### config.mk
export PLATFORM = sky130hd
export DESIGN_NAME = fmb_host
export DESIGN_NICKNAME = d
export VERILOG_FILES = /design/src/rtl/fmb_pkg.sv /design/src/rtl/fmb_host.sv /design/src/rtl/fmb_sync.sv
export SDC_FILE = /design/constraint.sdc
export NUM_CORES = 1
export LEC_CHECK = 0
export CAP_MARGIN = 5
export CORE_ASPECT_RATIO = 0.75
export CORE_MARGIN = 2
export CORE_UTILIZATION = 63
export DETAILED_ROUTE_END_ITERATION = 10
export DONT_BUFFER_PORTS = 1
export PLACE_DENSITY = 0.79
export SLEW_MARGIN = 40
export SYNTH_ARGS = -nofsm -noshare
export SYNTH_HDL_FRONTEND = slang
export SYNTH_SLANG_ARGS = --single-unit
### constraint.sdc
create_clock -name clk -period 2.3 [get_ports clk]
set_input_delay 0.345 -clock clk [delete_from_list [all_inputs] [get_ports clk]]
set_output_delay 0.345 -clock clk [all_outputs]
set_load 0.01 [all_outputs]
### src/rtl/fmb_pkg.sv
/*
 Package for the fast memory bus host controller: timing constants, cycle
 request and answer structs, state encoding.
 Assumes a 10 MHz core clock (100 ns period).
*/
package fmb_pkg;

  // ----------------------------------------------------------------------
  // Timing
  // ----------------------------------------------------------------------
  localparam int unsigned CLK_PERIOD_NS = 100;
  localparam int unsigned T_ACCESS_NS = 125;      // Read data valid after strobe
  localparam int unsigned T_CYCLE_NS = 210;       // Whole cycle incl. recovery
  localparam int unsigned T_STROBE_MIN_NS = 120;  // Strobe active least
  localparam int unsigned T_RECOVER_NS = 90;      // Strobe inactive least
  localparam int unsigned T_SETUP_NS = 30;        // Qualifiers before strobe
  localparam int unsigned T_LATE_LANE_NS = 45;    // Late lane strobes after strobe
  localparam int unsigned T_PARITY_NS = 135;      // Parity fault valid after strobe
  localparam int unsigned T_WDATA_HOLD_NS = 95;   // Write data hold from strobe

  // Least times round up
  localparam int unsigned SETUP_CYC = (T_SETUP_NS + CLK_PERIOD_NS - 1) / CLK_PERIOD_NS;
  localparam int unsigned RECOVER_CYC = (T_RECOVER_NS + CLK_PERIOD_NS - 1) / CLK_PERIOD_NS;
  localparam int unsigned WHOLD_CYC = (T_WDATA_HOLD_NS + CLK_PERIOD_NS - 1) / CLK_PERIOD_NS;
  // Sampling must wait for the latest valid time, so these also round up
  localparam int unsigned PARITY_CYC = (T_PARITY_NS + CLK_PERIOD_NS - 1) / CLK_PERIOD_NS;
  localparam int unsigned RDATA_CYC = (T_ACCESS_NS + CLK_PERIOD_NS - 1) / CLK_PERIOD_NS;
  localparam int unsigned STROBE_CYC_MIN =
      (T_STROBE_MIN_NS + CLK_PERIOD_NS - 1) / CLK_PERIOD_NS;
  // Strobe held for the longer of parity fault settling and least strobe time, plus sync delay
  localparam int unsigned SYNC_CYC = 2;
  localparam int unsigned ACTIVE_CYC =
      ((PARITY_CYC > STROBE_CYC_MIN) ? PARITY_CYC : STROBE_CYC_MIN) + SYNC_CYC;

  localparam int unsigned ADDR_W = 27;  // Word address bits 27..1
  localparam int unsigned DATA_W = 32;
  localparam logic [3:0] CNT_ONE = 4'h1;

  // ----------------------------------------------------------------------
  // Carriers
  // ----------------------------------------------------------------------
  typedef struct packed {
    logic [ADDR_W-1:0] addr;
    logic [DATA_W-1:0] wdata;
    logic write;
    logic longword;
    logic upper_lane;
    logic lower_lane;
    logic refresh;
    logic from_system_bus;
    logic late_strobe_mode;
  } fmb_req_s;

  typedef struct packed {
    logic [DATA_W-1:0] rdata;
    logic parity_fault;
  } fmb_rsp_s;

  typedef enum logic [2:0] {
    FMB_IDLE = 3'b000,
    FMB_SETUP = 3'b001,
    FMB_ACTIVE = 3'b011,
    FMB_RECOVER = 3'b010
  } fmb_state_e;

endpackage

### src/rtl/fmb_host.sv
/*
 Host controller for the fast memory bus: runs one strobe cycle per request
 (read, write or refresh) and returns read data with the parity fault flag.
 Assumes a single 10 MHz clock; the board's returned lines are asynchronous.
*/
`timescale 1ns/1ns
`default_nettype none
module fmb_host (
  input wire logic clk,
  input wire logic rst_b,
  input wire logic req_valid,
  input wire fmb_pkg::fmb_req_s req,
  output logic req_ready,
  output logic rsp_valid,
  output fmb_pkg::fmb_rsp_s rsp,
  output logic cycle_strobe_n,
  output logic write_select_n,
  output logic longword_select_n,
  output logic upper_lane_strobe_n,
  output logic lower_lane_strobe_n,
  output logic refresh_request_n,
  output logic bus_origin_select_n,
  output logic [fmb_pkg::ADDR_W-1:0] fast_addr,
  input wire logic [fmb_pkg::DATA_W-1:0] fast_data_in,
  output logic [fmb_pkg::DATA_W-1:0] fast_data_out,
  output logic fast_data_oe,
  input wire logic parity_fault_n
);

  // ----------------------------------------------------------------------
  // State
  // ----------------------------------------------------------------------
  typedef struct packed {
    fmb_pkg::fmb_state_e state;
    logic [3:0] cnt;
    fmb_pkg::fmb_req_s cur;
    logic req_ready;
    logic rsp_valid;
    fmb_pkg::fmb_rsp_s rsp;
    logic cyc_n;
    logic wr_n;
    logic lw_n;
    logic ul_n;
    logic ll_n;
    logic ref_n;
    logic org_n;
    logic [fmb_pkg::ADDR_W-1:0] addr;
    logic [fmb_pkg::DATA_W-1:0] dout;
    logic oe;
  } fmb_host_s;

  fmb_host_s st_r;
  fmb_host_s st_nxt;
  logic [fmb_pkg::DATA_W-1:0] rdata_sync;
  logic fault_n_sync;

  // Board lines are asynchronous to clk
  fmb_sync #(.W(fmb_pkg::DATA_W + 1)) u_sync (
    .clk(clk),
    .rst_b(rst_b),
    .d({fast_data_in, parity_fault_n}),
    .q({rdata_sync, fault_n_sync})
  );

  // ----------------------------------------------------------------------
  // Sequencer
  // ----------------------------------------------------------------------
  always_comb begin
    st_nxt = st_r;
    st_nxt.rsp_valid = 1'b0;
    st_nxt.cnt = st_r.cnt + fmb_pkg::CNT_ONE;
    case (st_r.state)
      fmb_pkg::FMB_IDLE: begin
        st_nxt.req_ready = 1'b1;
        if (req_valid && st_r.req_ready) begin
          st_nxt.req_ready = 1'b0;
          st_nxt.cur = req;
          st_nxt.cnt = '0;
          st_nxt.state = fmb_pkg::FMB_SETUP;
          // Qualifiers and address set up ahead of the strobe
          st_nxt.wr_n = ~req.write;
          st_nxt.lw_n = ~req.longword;
          st_nxt.ref_n = ~req.refresh;
          st_nxt.org_n = ~req.from_system_bus;
          st_nxt.addr = req.addr;
          // Early mode presents lanes with the qualifiers
          st_nxt.ul_n = req.late_strobe_mode | ~req.upper_lane;
          st_nxt.ll_n = req.late_strobe_mode | ~req.lower_lane;
        end
      end
      fmb_pkg::FMB_SETUP: begin
        if (st_r.cnt == 4'(fmb_pkg::SETUP_CYC - 1)) begin
          st_nxt.cnt = '0;
          st_nxt.state = fmb_pkg::FMB_ACTIVE;
          st_nxt.cyc_n = 1'b0;
          // Late mode: lanes with assertion, well inside 45ns
          st_nxt.ul_n = ~st_r.cur.upper_lane;
          st_nxt.ll_n = ~st_r.cur.lower_lane;
          // Write data driven at assertion
          if (st_r.cur.write && !st_r.cur.refresh) begin
            st_nxt.dout = st_r.cur.wdata;
            st_nxt.oe = 1'b1;
          end
        end
      end
      fmb_pkg::FMB_ACTIVE: begin
        // Write data held at least 95ns from assertion
        if (st_r.cnt == 4'(fmb_pkg::WHOLD_CYC)) begin
          st_nxt.oe = st_r.cur.write ? st_r.oe : 1'b0;
        end
        // Strobe held past 120ns and until returned lines sampled
        if (st_r.cnt == 4'(fmb_pkg::ACTIVE_CYC - 1)) begin
          st_nxt.cnt = '0;
          st_nxt.state = fmb_pkg::FMB_RECOVER;
          st_nxt.cyc_n = 1'b1;
          st_nxt.oe = 1'b0;
          st_nxt.rsp_valid = 1'b1;
          // Read data and fault sampled while still held by the board
          st_nxt.rsp.rdata = (st_r.cur.write || st_r.cur.refresh) ? '0 : rdata_sync;
          // Undriven fault line out of window reads as no fault
          st_nxt.rsp.parity_fault =
              ~st_r.cur.write & ~st_r.cur.refresh & ~fault_n_sync;
        end
      end
      fmb_pkg::FMB_RECOVER: begin
        // Row precharge recovery before the next cycle
        if (st_r.cnt == 4'(fmb_pkg::RECOVER_CYC - 1)) begin
          st_nxt.state = fmb_pkg::FMB_IDLE;
          st_nxt.req_ready = 1'b1;
          st_nxt.wr_n = 1'b1;
          st_nxt.lw_n = 1'b1;
          st_nxt.ul_n = 1'b1;
          st_nxt.ll_n = 1'b1;
          st_nxt.ref_n = 1'b1;
          st_nxt.org_n = 1'b1;
        end
      end
      default: begin
        st_nxt.state = fmb_pkg::FMB_IDLE;
      end
    endcase
  end

  // ----------------------------------------------------------------------
  // Elaboration checks
  // ----------------------------------------------------------------------
  // Every phase runs on the four-bit counter and must end before it wraps
  if (fmb_pkg::SETUP_CYC < 1 || fmb_pkg::SETUP_CYC > 15) begin : g_bad_setup
    $error("fmb_host: setup phase does not fit the phase counter");
  end
  if (fmb_pkg::ACTIVE_CYC < 1 || fmb_pkg::ACTIVE_CYC > 15) begin : g_bad_active
    $error("fmb_host: active phase does not fit the phase counter");
  end
  if (fmb_pkg::RECOVER_CYC < 1 || fmb_pkg::RECOVER_CYC > 15) begin : g_bad_recover
    $error("fmb_host: recovery phase does not fit the phase counter");
  end
  // Qualifiers lead the strobe by whole setup cycles
  if (fmb_pkg::SETUP_CYC * fmb_pkg::CLK_PERIOD_NS < fmb_pkg::T_SETUP_NS) begin : g_bad_lead
    $error("fmb_host: setup phase shorter than qualifier lead time");
  end
  // Strobe low and high times
  if (fmb_pkg::ACTIVE_CYC * fmb_pkg::CLK_PERIOD_NS < fmb_pkg::T_STROBE_MIN_NS) begin : g_bad_low
    $error("fmb_host: strobe active phase too short");
  end
  if (fmb_pkg::RECOVER_CYC * fmb_pkg::CLK_PERIOD_NS < fmb_pkg::T_RECOVER_NS) begin : g_bad_high
    $error("fmb_host: recovery phase too short");
  end
  // Write data stays driven until the strobe is released
  if (fmb_pkg::ACTIVE_CYC * fmb_pkg::CLK_PERIOD_NS < fmb_pkg::T_WDATA_HOLD_NS) begin : g_bad_whold
    $error("fmb_host: write data released too early");
  end
  // First sync stage must sample after the board's latest valid time
  if (fmb_pkg::ACTIVE_CYC <= fmb_pkg::SYNC_CYC ||
      (fmb_pkg::ACTIVE_CYC - fmb_pkg::SYNC_CYC) * fmb_pkg::CLK_PERIOD_NS < fmb_pkg::T_PARITY_NS ||
      (fmb_pkg::ACTIVE_CYC - fmb_pkg::SYNC_CYC) * fmb_pkg::CLK_PERIOD_NS < fmb_pkg::T_ACCESS_NS
  ) begin : g_bad_sample
    $error("fmb_host: returned lines sampled before they settle");
  end

  always_ff @(posedge clk or negedge rst_b) begin
    if (!rst_b) begin
      st_r <= '0;
      st_r.cyc_n <= 1'b1;
      st_r.wr_n <= 1'b1;
      st_r.lw_n <= 1'b1;
      st_r.ul_n <= 1'b1;
      st_r.ll_n <= 1'b1;
      st_r.ref_n <= 1'b1;
      st_r.org_n <= 1'b1;
    end else begin
      st_r <= st_nxt;
    end
  end

  // ----------------------------------------------------------------------
  // Outputs, all straight from flip-flops
  // ----------------------------------------------------------------------
  assign req_ready = st_r.req_ready;
  assign rsp_valid = st_r.rsp_valid;
  assign rsp = st_r.rsp;
  assign cycle_strobe_n = st_r.cyc_n;
  assign write_select_n = st_r.wr_n;
  assign longword_select_n = st_r.lw_n;
  assign upper_lane_strobe_n = st_r.ul_n;
  assign lower_lane_strobe_n = st_r.ll_n;
  assign refresh_request_n = st_r.ref_n;
  assign bus_origin_select_n = st_r.org_n;
  assign fast_addr = st_r.addr;
  assign fast_data_out = st_r.dout;
  assign fast_data_oe = st_r.oe;

endmodule
`default_nettype wire

### src/rtl/fmb_sync.sv
/*
 Two flip-flop synchroniser, one per bit.
 Assumes inputs arrive from outside the clk domain.
*/
`timescale 1ns/1ns
`default_nettype none
module fmb_sync #(
  parameter int unsigned W = 1
) (
  input wire logic clk,
  input wire logic rst_b,
  input wire logic [W-1:0] d,
  output logic [W-1:0] q
);

  typedef struct packed {
    logic [W-1:0] meta;
    logic [W-1:0] stable;
  } fmb_sync_s;

  fmb_sync_s st_r;
  fmb_sync_s st_nxt;

  always_comb begin
    st_nxt.meta = d;
    st_nxt.stable = st_r.meta;
  end

  always_ff @(posedge clk or negedge rst_b) begin
    if (!rst_b) begin
      st_r <= '0;
    end else begin
      st_r <= st_nxt;
    end
  end

  assign q = st_r.stable;

endmodule
`default_nettype wire

== After elaboration in Yosys (flattened, before gate mapping) ==
Index checks and enable logic that the tools add are counted.
Widths: inputs -> output; s select.
Cells by class
  add/sub/neg operators: 1
  equality and inequality tests: 12
  multiplexer cells: 25
  bitwise logic cells: 15
  reductions and logical operators: 18
Operators by type and width (count)
  $mux 74: 1
  $mux 35: 1
  $mux 34: 1
  $mux 33: 1
  $mux 32: 1
  $mux 7: 2
  $pmux 3 s4: 1
  $pmux 4 s3: 1
  $not 1->1: 11
  $ne 2x2->1 const B: 5
  $reduce_and 3->1: 3
  $pmux 2 s2: 2
  $reduce_and 4->1: 2
  $mux 1: 7
  $eq 3x2->1 const B: 2
  $mux 6: 1
  $ne 3x3->1 const B: 2
  $pmux 1 s2: 3
  $pmux 2 s3: 1
  $reduce_and 2->1: 3
  $reduce_and 5->1: 1
  $add 4x1->4 const B: 1
  $eq 4x1->1 const B: 1
  $eq 4x2->1 const B: 1
  12 further kinds: 16
Storage, ports and cells
  register bits after elaboration: 214
  input bits: 102
  logic and storage cells: 97

== Depth between registers and ports, before layout ==
Gate-level depths: netlist of the first run.
  depth in word-level cells: 5
  depth in mapped cells: 9
  gate-level depth less buffers: 6

== By module ==
A second synthesis of the first run with hierarchy kept.
Unflattened totals
  cell total of the unflattened synthesis: 725
  area total of the unflattened synthesis: 8146.6 um^2
By module, submodules not included
  fmb_host: times used 1, cells an instance 659, area an instance 6495.0 um^2, sequential area each 3612.2 um^2
  fmb_sync: times used 1, cells an instance 66, area an instance 1651.6 um^2, sequential area each 1651.6 um^2

== Least setup slack after synthesis of the first run ==
No wires, ideal clock.
  path type: register to register
  from: reg st_r[168] (netlist bit)
  to: reg st_r[172] (netlist bit)
  library setup time: 0.125 ns
  arrival: 1.593 ns
  required time: 2.175 ns
  slack: 0.581 ns
  stages on the path, launching flop included: 7
  path buffers: 0
  path through: dfrtp_1 -> inv_1 -> ha_1 -> or3b_4 -> a22oi_2 -> nand2_2 -> mux2_4
On the way
  word-level cells in the longest chain between the ends: 3
  elaborated cells on any way between the ends: 6
Ends and longest elaborated chain
  start, declared: RTL line fmb_host.sv:52  | fmb_host_s st_r;
  start signal, assigned: RTL line fmb_host.sv:191  | st_r <= st_nxt;
  $eq 4x2->1 or $logic_not 4->1 (tied branches): RTL line fmb_host.sv:112, fmb_host.sv:92, fmb_host.sv:127
  $ne 2x2->1 (no source line)
  $reduce_and 4->1 (no source line) (*)
Mark *: on every way between the ends. The rest lies on a longest branch, timed or not.
A chain may end at the register's enable or synchronous reset.

== Worst setup path in the final report of the first run ==
  from: reg st_r[172] (netlist bit)
  to: reg st_r[172] (netlist bit)
On the way
  word-level cells in the longest chain between the ends: 3
  elaborated cells on any way between the ends: 10
Ends and longest elaborated chain
  $eq 3x2->1, or another cell as far along: RTL line fmb_host.sv:72  | case (st_r.state)
  $ne 2x2->1 (no source line)
  $reduce_and 4->1 (no source line)
Parallel ways exist; a longest one is shown, timed or not.

==> reports/qor.json, run 1 <==
{
  "status": {"value": "finished, violations left"},
  "violated_checks": {"value": "hold timing"},
  "syn_nets": {"value": 834},
  "least_margin_pin_slew": {"value": 653, "unit": "ps"},
  "clock_pin_slew_worst_setup_and_hold_paths": {"value": 60, "unit": "ps"},
  "fp.dieW": {"value": 135, "unit": "µm"},
  "pin_count_of_the_biggest_net_entering_global_routing": {"value": 211},
  "power_density_over_the_cells": {"value": 1220, "unit": "nW/µm²"},
  "cts_hold_buf": {"value": 93},
  "cap_violations": {"value": 0},
  "critPathCaptureType": {"value": "flip-flop"},
  "largest_voltage_drop_on_the_vdd_net": {"value": 0.665, "unit": "mV"},
  "ctsResizeCount": {"value": 0},
  "startpoint_type": {"value": "flip-flop"},
  "syn-mean-instance-area": {"value": 11.2, "unit": "µm²"},
  "syn_to_final_growth": {"value": 13.0, "unit": "%"},
  "report.final.hold_viol_count": {"value": 210},
  "timing.critical_path.required": {"value": 2650, "unit": "ps"},
  "worst-r2r-cell-count": {"value": 6},
  "ys_async_sr_fraction": {"value": 1.00},
  "worstSkewPairLatency": {"value": 480, "unit": "ps"},
  "dp_hpwl": {"value": 9840, "unit": "µm"},
  "ios": {"value": 204},
  "core-area": {"value": 12400, "unit": "µm²"},
  "edff_count_synth": {"value": 0},
  "post_cts_buffers": {"value": 0},
  "gr-total-overflow": {"value": 0},
  "filler_cell_count": {"value": 823},
  "drt-wirelength-per-cell": {"value": 17.9, "unit": "µm"},
  "synthesis.area": {"value": 8130, "unit": "µm²"},
  "yosys_most_used_dff": {"value": "sky130_fd_sc_hd__dfrtp_1"},
  "root_buffer": {"value": "sky130_fd_sc_hd__clkbuf_16"},
  "synthesis.yosys.warnings": {"value": 0},
  "comb_power_share": {"value": 0.197},
  "drive_gt1_frac": {"value": 0.0783},
  "worst_clock_skew": {"value": 14.3, "unit": "ps"},
  "critical_path_peak_fanout": {"value": 9},
  "drt_pre_antenna_iters": {"value": 4},
  "timing.final.setup_violations": {"value": 0},
  "power.share.clock": {"value": 0.281},
  "worstSetupPathType": {"value": "reg -> reg"},
  "floorplan.die_area": {"value": 13800, "unit": "µm²"},
  "min_period": {"value": 1970, "unit": "ps"},
  "worstPathArrival": {"value": 2320, "unit": "ps"},
  "hold_slack": {"value": -441, "unit": "ps"},
  "layout_commonest_cell": {"value": "sky130_fd_sc_hd__nand2_1"},
  "initial_utilization": {"value": 0.654},
  "most-common-layout-cells": {"value": "251 x sky130_fd_sc_hd__nand2_1, 203 x sky130_fd_sc_hd__dfrtp_1, 94 x sky130_fd_sc_hd__dlygate4sd3_1"},
  "yosys_register_bits": {"value": 210},
  "ys_seq_area_frac": {"value": 0.647},
  "hp_class": {"value": "in -> async"},
  "setup_tns": {"value": 0, "unit": "ps"},
  "diodes": {"value": 0},
  "cts-htree-levels": {"value": 1},
  "num_vias": {"value": 4842},
  "die_height": {"value": 102, "unit": "µm"},
  "clock.fmax": {"value": 0.508, "unit": "GHz"},
  "path_cells": {"value": "inv_1, ha_1, a21boi_1, a21oi_4, nand2_2, mux2_4"},
  "grt_setup_unrepaired": {"value": "no"},
  "antenna_found_initial": {"value": 0},
  "clkSinkCount": {"value": 210},
  "drcViolationCount": {"value": 0},
  "fp-row-count": {"value": 35},
  "global_route_wire_length_before_repair": {"value": 25700, "unit": "µm"},
  "route.detailed.vias_per_inst": {"value": 5.34},
  "post_synth_inst_count": {"value": 724},
  "timing.max_slew.rel_slack": {"value": 0.565},
  "cts_tree": {"value": "done"},
  "leakage": {"value": 0.00459, "unit": "µW"},
  "detailedRoute.firstIterationViolations": {"value": 341},
  "placement.io_buffers": {"value": 0},
  "postRouteWirelength": {"value": 16200, "unit": "µm"},
  "crit_path_max_incr_delay": {"value": 430, "unit": "ps"},
  "grt_util_all_layers": {"value": 0.240},
  "place_congestion": {"value": 0.778},
  "final_core_util": {"value": 0.739},
  "first_global_vias": {"value": 5097},
  "final_nets": {"value": 837},
  "ys_types": {"value": 37},
  "power.share.switching": {"value": 0.323},
  "critPathSlowestCell": {"value": "sky130_fd_sc_hd__dfrtp_1"},
  "power.sequential.fraction": {"value": 0.522},
  "cellInternalPower": {"value": 7610, "unit": "µW"},
  "timing_max_transition_violations_final": {"value": 0},
  "clock_tree.buffer_depth": {"value": 3},
  "final.period_utilization": {"value": 0.857},
  "net-switching-power": {"value": 3630, "unit": "µW"},
  "antenna_violating_nets_post_route": {"value": 0},
  "cts-buffers-inserted": {"value": 20},
  "finalPower": {"value": 11200, "unit": "µW"}
}
-- layout make-up --
type	count	area, µm²	area share
Clock buffer	34	634	0.0690
Clock inverter	2	12.5	0.00136
Inverter	8	30.0	0.00327
Multi-Input combinational cell	385	2030	0.221
Sequential cell	210	5260	0.573
Tap cell	166	208	0.0226
Timing Repair Buffer	102	1010	0.110
-- cell families after synthesis --
logic type | Yosys count | synth area share
AO/OA/AOI/OAI | 29 | 0.0240
XOR/XNOR | 2 | 0.00215
adder cells (fa/ha/maj) | 8 | 0.0123
buffers and inverters | 129 | 0.104
flip-flops | 210 | 0.647
multiplexers | 38 | 0.0532
AND/OR/NAND/NOR | 308 | 0.157
-- synthesized netlist by cell type, drive strengths merged, types with 2 or more instances --
cell type	count	share of area
inv	7	0.0032
or3b	2	0.0025
mux2i	2	0.0025
a21oi	12	0.0088
mux2	36	0.051
nand2	252	0.12
buf	105	0.093
a31oi	2	0.0015
ha	8	0.012
nor2	11	0.0051
nor3b	2	0.0038
dfstp	7	0.023
nor2b	2	0.0015
nand2b	2	0.0015
o21ai	5	0.0031
dfrtp	203	0.62
clkbuf	16	0.0074
nand3	35	0.022
o22a	4	0.0043
-- flip-flops by register name (all words and copies together) (netlist names), 27 cells and up --
signal         cells
st_r              42
rsp               33
fast_data_out     32
u_sync.st_nxt     33
fast_addr         27
u_sync.q          33
-- worst paths after layout --
kind,startpoint,slack (ps),endpoint
worst min-delay path,rst_b,-440,fast_addr[9]$_DFFE_PN0P_
max in group asynchronous,rst_b,2330,fast_addr[23]$_DFFE_PN0P_
min in group clk,req[10],20,st_r[112]$_DFFE_PN0P_
worst min register to register,u_sync.st_nxt[1]$_DFF_PN0_,340,u_sync.q[1]$_DFF_PN0_
worst max register to register,st_r[172]$_DFFE_PN0P_,330,st_r[172]$_DFFE_PN0P_
worst max-delay path,st_r[172]$_DFFE_PN0P_,330,st_r[172]$_DFFE_PN0P_
-- through the flow --
| stage | std cells | worst slack, ps | hold slack (ps) | cell area, µm² |
|---|---|---|---|---|
| 4_1_cts | 906 | 332 | -457 | 9180 |
| 6_report | 907 | 330 | -441 | 9190 |
| 3_3_place_gp | 777 | 483 | 53.2 | 7600 |
| 3_5_place_dp | 777 | 366 | 52.3 | 7600 |
| 5_1_grt | 907 | 182 | -465 | 9190 |
| 2_1_floorplan | 724 | 581 | 49.4 | 8130 |
-- worst max-delay path: cells and delay by family, from the launching register on --
kind / cells / cell delay (ps)
and+or+nand+nor: 1 / 140
DFF: 1 / 430
AOI/OAI and AO/OA: 2 / 500
muxes: 1 / 310
buffers and inverters: 1 / 140
adders and majority gates: 1 / 330
-- per-layer routing --
layer / GRT usage / vias to the layer above / part of all wire
met5: 0 / - / 0
met4: 0.0769 / 0 / 0.027
met3: 0.0764 / 42 / 0.078
met2: 0.421 / 185 / 0.51
met1: 0.289 / 2404 / 0.39
li1: - / 2211 / -
-- power by group through the flow --
stage          logic, µW  registers (µW)  clock network (µW)
5_1_grt             2510            5990                3390
3_3_place_gp        1890            5860                   0
6_report            2210            5870                3150
3_5_place_dp        2060            5930                   0
4_1_cts             2200            5870                3210
2_1_floorplan       2790            5290                   0
No activity file was read; power rests on OpenSTA's default activity.
==> run 2: changes to the inputs <==
Settings changed: CTS_CLUSTER_DIAMETER set to 200, HOLD_SLACK_MARGIN set to 0.05.
==> run 2 against run 1 <==
  * Critical endpoint unchanged
  * Highest routed layer unchanged
  * Non-clock buffer count increased by 2
  * Flip-flop and latch count did not move
  * The run still ends with hold timing left
  * Sequential share of layout area fell by 0.12 points
==> reports/qor.json, run 2 (synthesis gave the netlist of run 1 again) <==
{
  "status": {"value": "finished, violations left"},
  "violated_checks": {"value": "hold timing"},
  "drt-wirelength-per-cell": {"value": 17.8, "unit": "µm"},
  "worstSetupPathType": {"value": "reg -> reg"},
  "timing.max_slew.rel_slack": {"value": 0.580},
  "grt_setup_unrepaired": {"value": "no"},
  "postRouteWirelength": {"value": 16200, "unit": "µm"},
  "final.period_utilization": {"value": 0.864},
  "clock.fmax": {"value": 0.503, "unit": "GHz"},
  "crit_path_max_incr_delay": {"value": 440, "unit": "ps"},
  "place_area": {"value": 7600, "unit": "µm²"},
  "cts-htree-levels": {"value": 1},
  "flip_flop_count_of_the_largest_register_all_copies_and_words_added": {"value": 42},
  "cp.buffers_inverters": {"value": 1},
  "diodes": {"value": 0},
  "report.final.hold_viol_count": {"value": 210},
  "antenna_found_initial": {"value": 0},
  "min_period": {"value": 1990, "unit": "ps"},
  "post_cts_buffers": {"value": 0},
  "cts_hold_buf": {"value": 96},
  "hold_slack": {"value": -444, "unit": "ps"},
  "die_height": {"value": 102, "unit": "µm"},
  "largest-register": {"value": "st_r"},
  "floorplan.die_area": {"value": 13800, "unit": "µm²"},
  "timing.final.setup_violations": {"value": 0},
  "startpoint_type": {"value": "flip-flop"},
  "drt_pre_antenna_iters": {"value": 4},
  "grt_util_all_layers": {"value": 0.241},
  "ios": {"value": 204},
  "root_buffer": {"value": "sky130_fd_sc_hd__clkbuf_16"},
  "critical_path_peak_fanout": {"value": 9},
  "drcViolationCount": {"value": 0},
  "antenna_violating_nets_post_route": {"value": 0},
  "critPathSlowestCell": {"value": "sky130_fd_sc_hd__dfrtp_1"},
  "path_cells": {"value": "inv_1, ha_1, a21boi_1, a21oi_4, nand2_2, mux2_4"},
  "leakage": {"value": 0.00459, "unit": "µW"},
  "critPathCaptureType": {"value": "flip-flop"},
  "finalInstanceArea": {"value": 9210, "unit": "µm²"},
  "global_route_wire_length_before_repair": {"value": 25800, "unit": "µm"},
  "least_margin_pin_slew": {"value": 630, "unit": "ps"},
  "fp.dieW": {"value": 135, "unit": "µm"},
  "placement.io_buffers": {"value": 0},
  "fp-row-count": {"value": 35},
  "worstPathArrival": {"value": 2340, "unit": "ps"},
  "core-area": {"value": 12400, "unit": "µm²"},
  "first_global_vias": {"value": 5108},
  "largest_voltage_drop_on_the_vdd_net": {"value": 0.669, "unit": "mV"},
  "clock_tree.buffer_depth": {"value": 3},
  "hp_class": {"value": "in -> async"},
  "worst_clock_skew": {"value": 11.7, "unit": "ps"},
  "worst_path_dominant_cell_family": {"value": "compound AO/OA/AOI/OAI gates"},
  "syn_to_final_growth": {"value": 13.3, "unit": "%"},
  "clock_pin_slew_worst_setup_and_hold_paths": {"value": 60, "unit": "ps"},
  "pin_count_of_the_biggest_net_entering_global_routing": {"value": 211},
  "final_nets": {"value": 839},
  "cts_tree": {"value": "done"},
  "route.detailed.vias_per_inst": {"value": 5.31},
  "layout_commonest_cell": {"value": "sky130_fd_sc_hd__nand2_1"},
  "gr-total-overflow": {"value": 0},
  "timing.critical_path.required": {"value": 2660, "unit": "ps"},
  "cap_violations": {"value": 0},
  "dp_hpwl": {"value": 9840, "unit": "µm"},
  "timing_max_transition_violations_final": {"value": 0},
  "setup_tns": {"value": 0, "unit": "ps"},
  "detailedRoute.firstIterationViolations": {"value": 351},
  "most-common-layout-cells": {"value": "251 x sky130_fd_sc_hd__nand2_1, 203 x sky130_fd_sc_hd__dfrtp_1, 96 x sky130_fd_sc_hd__dlygate4sd3_1"},
  "clkSinkCount": {"value": 210},
  "power_density_over_the_cells": {"value": 1220, "unit": "nW/µm²"},
  "drive_gt1_frac": {"value": 0.0781},
  "cts-buffers-inserted": {"value": 20},
  "place_congestion": {"value": 0.778},
  "initial_utilization": {"value": 0.654},
  "worstSkewPairLatency": {"value": 480, "unit": "ps"},
  "num_vias": {"value": 4826}
}
[run 2: worst paths after layout]
| check | from | end | slack, ps | depth (start not counted) |
|---|---|---|---|---|
| min in group clk | req[5] | longword_select_n$_DFFE_PN1P_ | 80 | 2 |
| hold / removal | rst_b | fast_addr[9]$_DFFE_PN0P_ | -440 | 0 |
| max in group asynchronous | rst_b | u_sync.q[16]$_DFF_PN0_ | 2470 | 0 |
| setup reg to reg | st_r[172]$_DFFE_PN0P_ | st_r[172]$_DFFE_PN0P_ | 310 | 6 |
| setup / recovery | st_r[172]$_DFFE_PN0P_ | st_r[172]$_DFFE_PN0P_ | 310 | 6 |
| hold reg to reg | u_sync.st_nxt[32]$_DFF_PN0_ | u_sync.q[32]$_DFF_PN0_ | 340 | 0 |
[run 2: report_power, final]
group          switching [µW]  leakage [µW]  total [µW]  internal (µW)
clock                    1280      0.000314        3150           1870
sequential               1080       0.00261        5870           4790
combinational            1270       0.00167        2210            945
[run 2: repair_timing]
action | 4_1_cts | 5_1_grt
gates resized for setup | 0 | 0
hold endpoints to repair | 306 | 210
endpoints found under the setup margin | 0 | 0
[run 2: stage by stage]
step                power [µW]   util  hold slack [ps]  setup WS (ps)  std cells
CTS                      11300  0.741             -457            332        909
finish                   11200  0.741             -444            313        909
detailed placement        7980  0.611             52.3            366        777
global route             11900  0.741             -465            182        909
global placement          7750  0.611             53.2            483        777
floorplan                 8080      -             49.4            581        724
[run 2: final cells by class]
class | count | area, µm²
Clock inverter | 2 | 12.5
Inverter | 8 | 30.0
Timing Repair Buffer | 104 | 1030
Sequential cell | 210 | 5260
Clock buffer | 34 | 634
Tap cell | 166 | 208
Fill cell | 821 | 3220
Multi-Input combinational cell | 385 | 2030
[run 2: metal layers]
layer,part of all wire,vias up,GRT usage
li1,-,2217,-
met1,0.38,2379,0.290
met2,0.51,191,0.422
met3,0.084,39,0.0764
met4,0.028,0,0.0777
met5,0,-,0
==> run 3: changes to the inputs <==
Settings changed: CORE_UTILIZATION 63 to 65, PLACE_DENSITY 0.79 to 0.81, SLEW_MARGIN 40 to 30.
Clock period 2.3 ns to 2.5 ns, I/O delays scaled along.
==> run 3 against run 2 <==
  * The flow still finishes with violations (hold timing)
  * Via count up 2.5%
  * Sequential share of layout area up 0.16 points
  * Setup slack better by 140 ps
  * Utilization up 0.85 points
  * Critical path depth unchanged
  * Register-to-register slack better by 140 ps
  * Global-route usage up 2.6 points
  * Power down 7.5%
  * Routed wire length up 5.8%
  * Clock skew down 3.9 ps
  * Largest power group unchanged
  * Cell area down 0.27%
  * Flip-flop and latch count unchanged
==> reports/qor.json, run 3 (synthesis gave the netlist of run 1 again) <==
{
  "core-area": {"value": 12300, "unit": "µm²"},
  "worstSkewPairLatency": {"value": 480, "unit": "ps"},
  "power_density_over_the_cells": {"value": 1130, "unit": "nW/µm²"},
  "grt_util_all_layers": {"value": 0.267},
  "num_vias": {"value": 4949},
  "comb_power_share": {"value": 0.196},
  "power.share.switching": {"value": 0.330},
  "floorplan.die_area": {"value": 13400, "unit": "µm²"},
  "ios": {"value": 204},
  "timing.max_slew.rel_slack": {"value": 0.565},
  "drive_gt1_frac": {"value": 0.0813},
  "final_core_util": {"value": 0.749},
  "worstPathArrival": {"value": 2410, "unit": "ps"},
  "root_buffer": {"value": "sky130_fd_sc_hd__clkbuf_16"},
  "clock.fmax": {"value": 0.489, "unit": "GHz"},
  "die_height": {"value": 101, "unit": "µm"},
  "hp_class": {"value": "in -> async"},
  "place_congestion": {"value": 0.775},
  "placement.io_buffers": {"value": 0},
  "antenna_violating_nets_post_route": {"value": 0},
  "filler_cell_count": {"value": 780},
  "fp.dieW": {"value": 133, "unit": "µm"},
  "ctsResizeCount": {"value": 0},
  "critPathCaptureType": {"value": "flip-flop"},
  "finalPower": {"value": 10400, "unit": "µW"},
  "flip_flop_count_of_the_largest_register_all_copies_and_words_added": {"value": 42},
  "instances_no_fill": {"value": 904},
  "worst-r2r-cell-count": {"value": 6},
  "dp_hpwl": {"value": 10200, "unit": "µm"},
  "worstSetupPathType": {"value": "reg -> reg"},
  "fp-row-count": {"value": 35},
  "clkSinkCount": {"value": 210},
  "clock_pin_slew_worst_setup_and_hold_paths": {"value": 60, "unit": "ps"},
  "cts_hold_buf": {"value": 96},
  "diodes": {"value": 0},
  "cts-buffers-inserted": {"value": 20},
  "final.period_utilization": {"value": 0.818},
  "least_margin_pin_slew": {"value": 652, "unit": "ps"},
  "hold_slack": {"value": -404, "unit": "ps"},
  "clock_tree.buffer_depth": {"value": 3},
  "status": {"value": "finished, violations left"},
  "r2r_slack": {"value": 460, "unit": "ps"},
  "pin_count_of_the_biggest_net_entering_global_routing": {"value": 211},
  "gr-total-overflow": {"value": 0},
  "detailedRoute.firstIterationViolations": {"value": 254},
  "timing_max_transition_violations_final": {"value": 0},
  "r2r_start": {"value": "st_r[173]$_DFFE_PN0P_"},
  "post_cts_buffers": {"value": 0},
  "timing.critical_path.required": {"value": 2870, "unit": "ps"},
  "drt-wirelength-per-cell": {"value": 19.0, "unit": "µm"},
  "power.share.clock": {"value": 0.280},
  "largest-register": {"value": "st_r"},
  "global_route_wire_length_before_repair": {"value": 27700, "unit": "µm"},
  "cellInternalPower": {"value": 6960, "unit": "µW"},
  "postRouteWirelength": {"value": 17200, "unit": "µm"},
  "net-switching-power": {"value": 3430, "unit": "µW"},
  "cap_violations": {"value": 0},
  "initial_utilization": {"value": 0.663},
  "route.detailed.vias_per_inst": {"value": 5.47},
  "violated_checks": {"value": "hold timing"},
  "startpoint_type": {"value": "flip-flop"},
  "cts_tree": {"value": "done"},
  "grt_setup_unrepaired": {"value": "no"},
  "worst_clock_skew": {"value": 7.86, "unit": "ps"},
  "layout_commonest_cell": {"value": "sky130_fd_sc_hd__nand2_1"},
  "first_global_vias": {"value": 5196},
  "capture_point_of_the_worst_reg_to_reg_path": {"value": "st_r[122]$_DFFE_PN0P_"},
  "leakage": {"value": 0.00460, "unit": "µW"},
  "setup_tns": {"value": 0, "unit": "ps"},
  "drt_pre_antenna_iters": {"value": 5},
  "most-common-layout-cells": {"value": "251 x sky130_fd_sc_hd__nand2_1, 203 x sky130_fd_sc_hd__dfrtp_1, 96 x sky130_fd_sc_hd__dlygate4sd3_1"},
  "cts-htree-levels": {"value": 1},
  "syn_to_final_growth": {"value": 13.0, "unit": "%"},
  "placed_cells": {"value": 775},
  "drcViolationCount": {"value": 0},
  "min_period": {"value": 2040, "unit": "ps"},
  "final_nets": {"value": 837},
  "critical_path.startpoint": {"value": "st_r[173]$_DFFE_PN0P_"},
  "antenna_found_initial": {"value": 0},
  "largest_voltage_drop_on_the_vdd_net": {"value": 0.753, "unit": "mV"},
  "report.final.hold_viol_count": {"value": 210},
  "worstSetupEndpoint": {"value": "st_r[122]$_DFFE_PN0P_"},
  "timing.final.setup_violations": {"value": 0},
  "critical_path_peak_fanout": {"value": 50},
  "power.sequential.fraction": {"value": 0.524}
}
[run 3: cell types whose count changed in the layout (fill, tap and decap cells not counted), sizes merged]
cell / previous run / this run
clkbuf: 34 / 28
clkinv: 2 / 5
buf: 8 / 6
clkinvlp: 1 / 0
inv: 7 / 8
[run 3: routing by layer]
layer | global-route usage | vias up | wire length, µm
li1 | - | 2199 | -
met5 | 0 | - | 0
met1 | 0.333 | 2488 | 6640
met3 | 0.0840 | 35 | 1480
met2 | 0.464 | 227 | 8700
met4 | 0.0696 | 0 | 340
[run 3: final cells by class]
class / instances / area [µm²] / share of cell area
Clock buffer: 28 / 612 / 0.0666
Clock inverter: 5 / 25.0 / 0.00272
Inverter: 8 / 30.0 / 0.00327
Multi-Input combinational cell: 385 / 2030 / 0.221
Sequential cell: 210 / 5260 / 0.573
Tap cell: 166 / 208 / 0.0226
Timing Repair Buffer: 102 / 1020 / 0.111
[run 3: worst min-delay path by stage]
| stage | end | slack, ps | depth (start not counted) |
|---|---|---|---|
| 3_3_place_gp | rsp[13]$_DFFE_PN0P_ | 80 | 0 |
| 2_1_floorplan | fast_addr[0]$_DFFE_PN0P_ | 80 | 0 |
| 3_5_place_dp | rsp[14]$_DFFE_PN0P_ | 80 | 0 |
| 6_report | rsp[14]$_DFFE_PN0P_ | -400 | 0 |
| 4_1_cts | fast_data_oe$_DFFE_PN0P_ | -420 | 0 |
| 5_1_grt | rsp[16]$_DFFE_PN0P_ | -430 | 0 |
[run 3: power by group through the flow]
stage               Combinational (µW)  Sequential [µW]  Clock (µW)
global placement                  1730             5390           0
global route                      2300             5540        3130
CTS                               2030             5420        2950
detailed placement                1890             5460           0
finish                            2040             5440        2910
floorplan                         2570             4870           0
[run 3: worst max-delay path: stages, from the launching register on]
cell and delay, ps:
sky130_fd_sc_hd__dfrtp_1 410, sky130_fd_sc_hd__inv_1 120, sky130_fd_sc_hd__ha_1 360, sky130_fd_sc_hd__nand3_2 360, sky130_fd_sc_hd__buf_4 410, sky130_fd_sc_hd__nand2_1 160, sky130_fd_sc_hd__nand2_1 70
[run 3: per-stage QoR]
stage,cell area [µm²],hold slack [ps],setup WS [ps]
after global placement,7590,83.2,516
after floorplan,8130,79.4,781
final,9190,-404,456
after CTS,9190,-424,130
after detailed placement,7590,82.4,208
after global routing,9190,-433,264
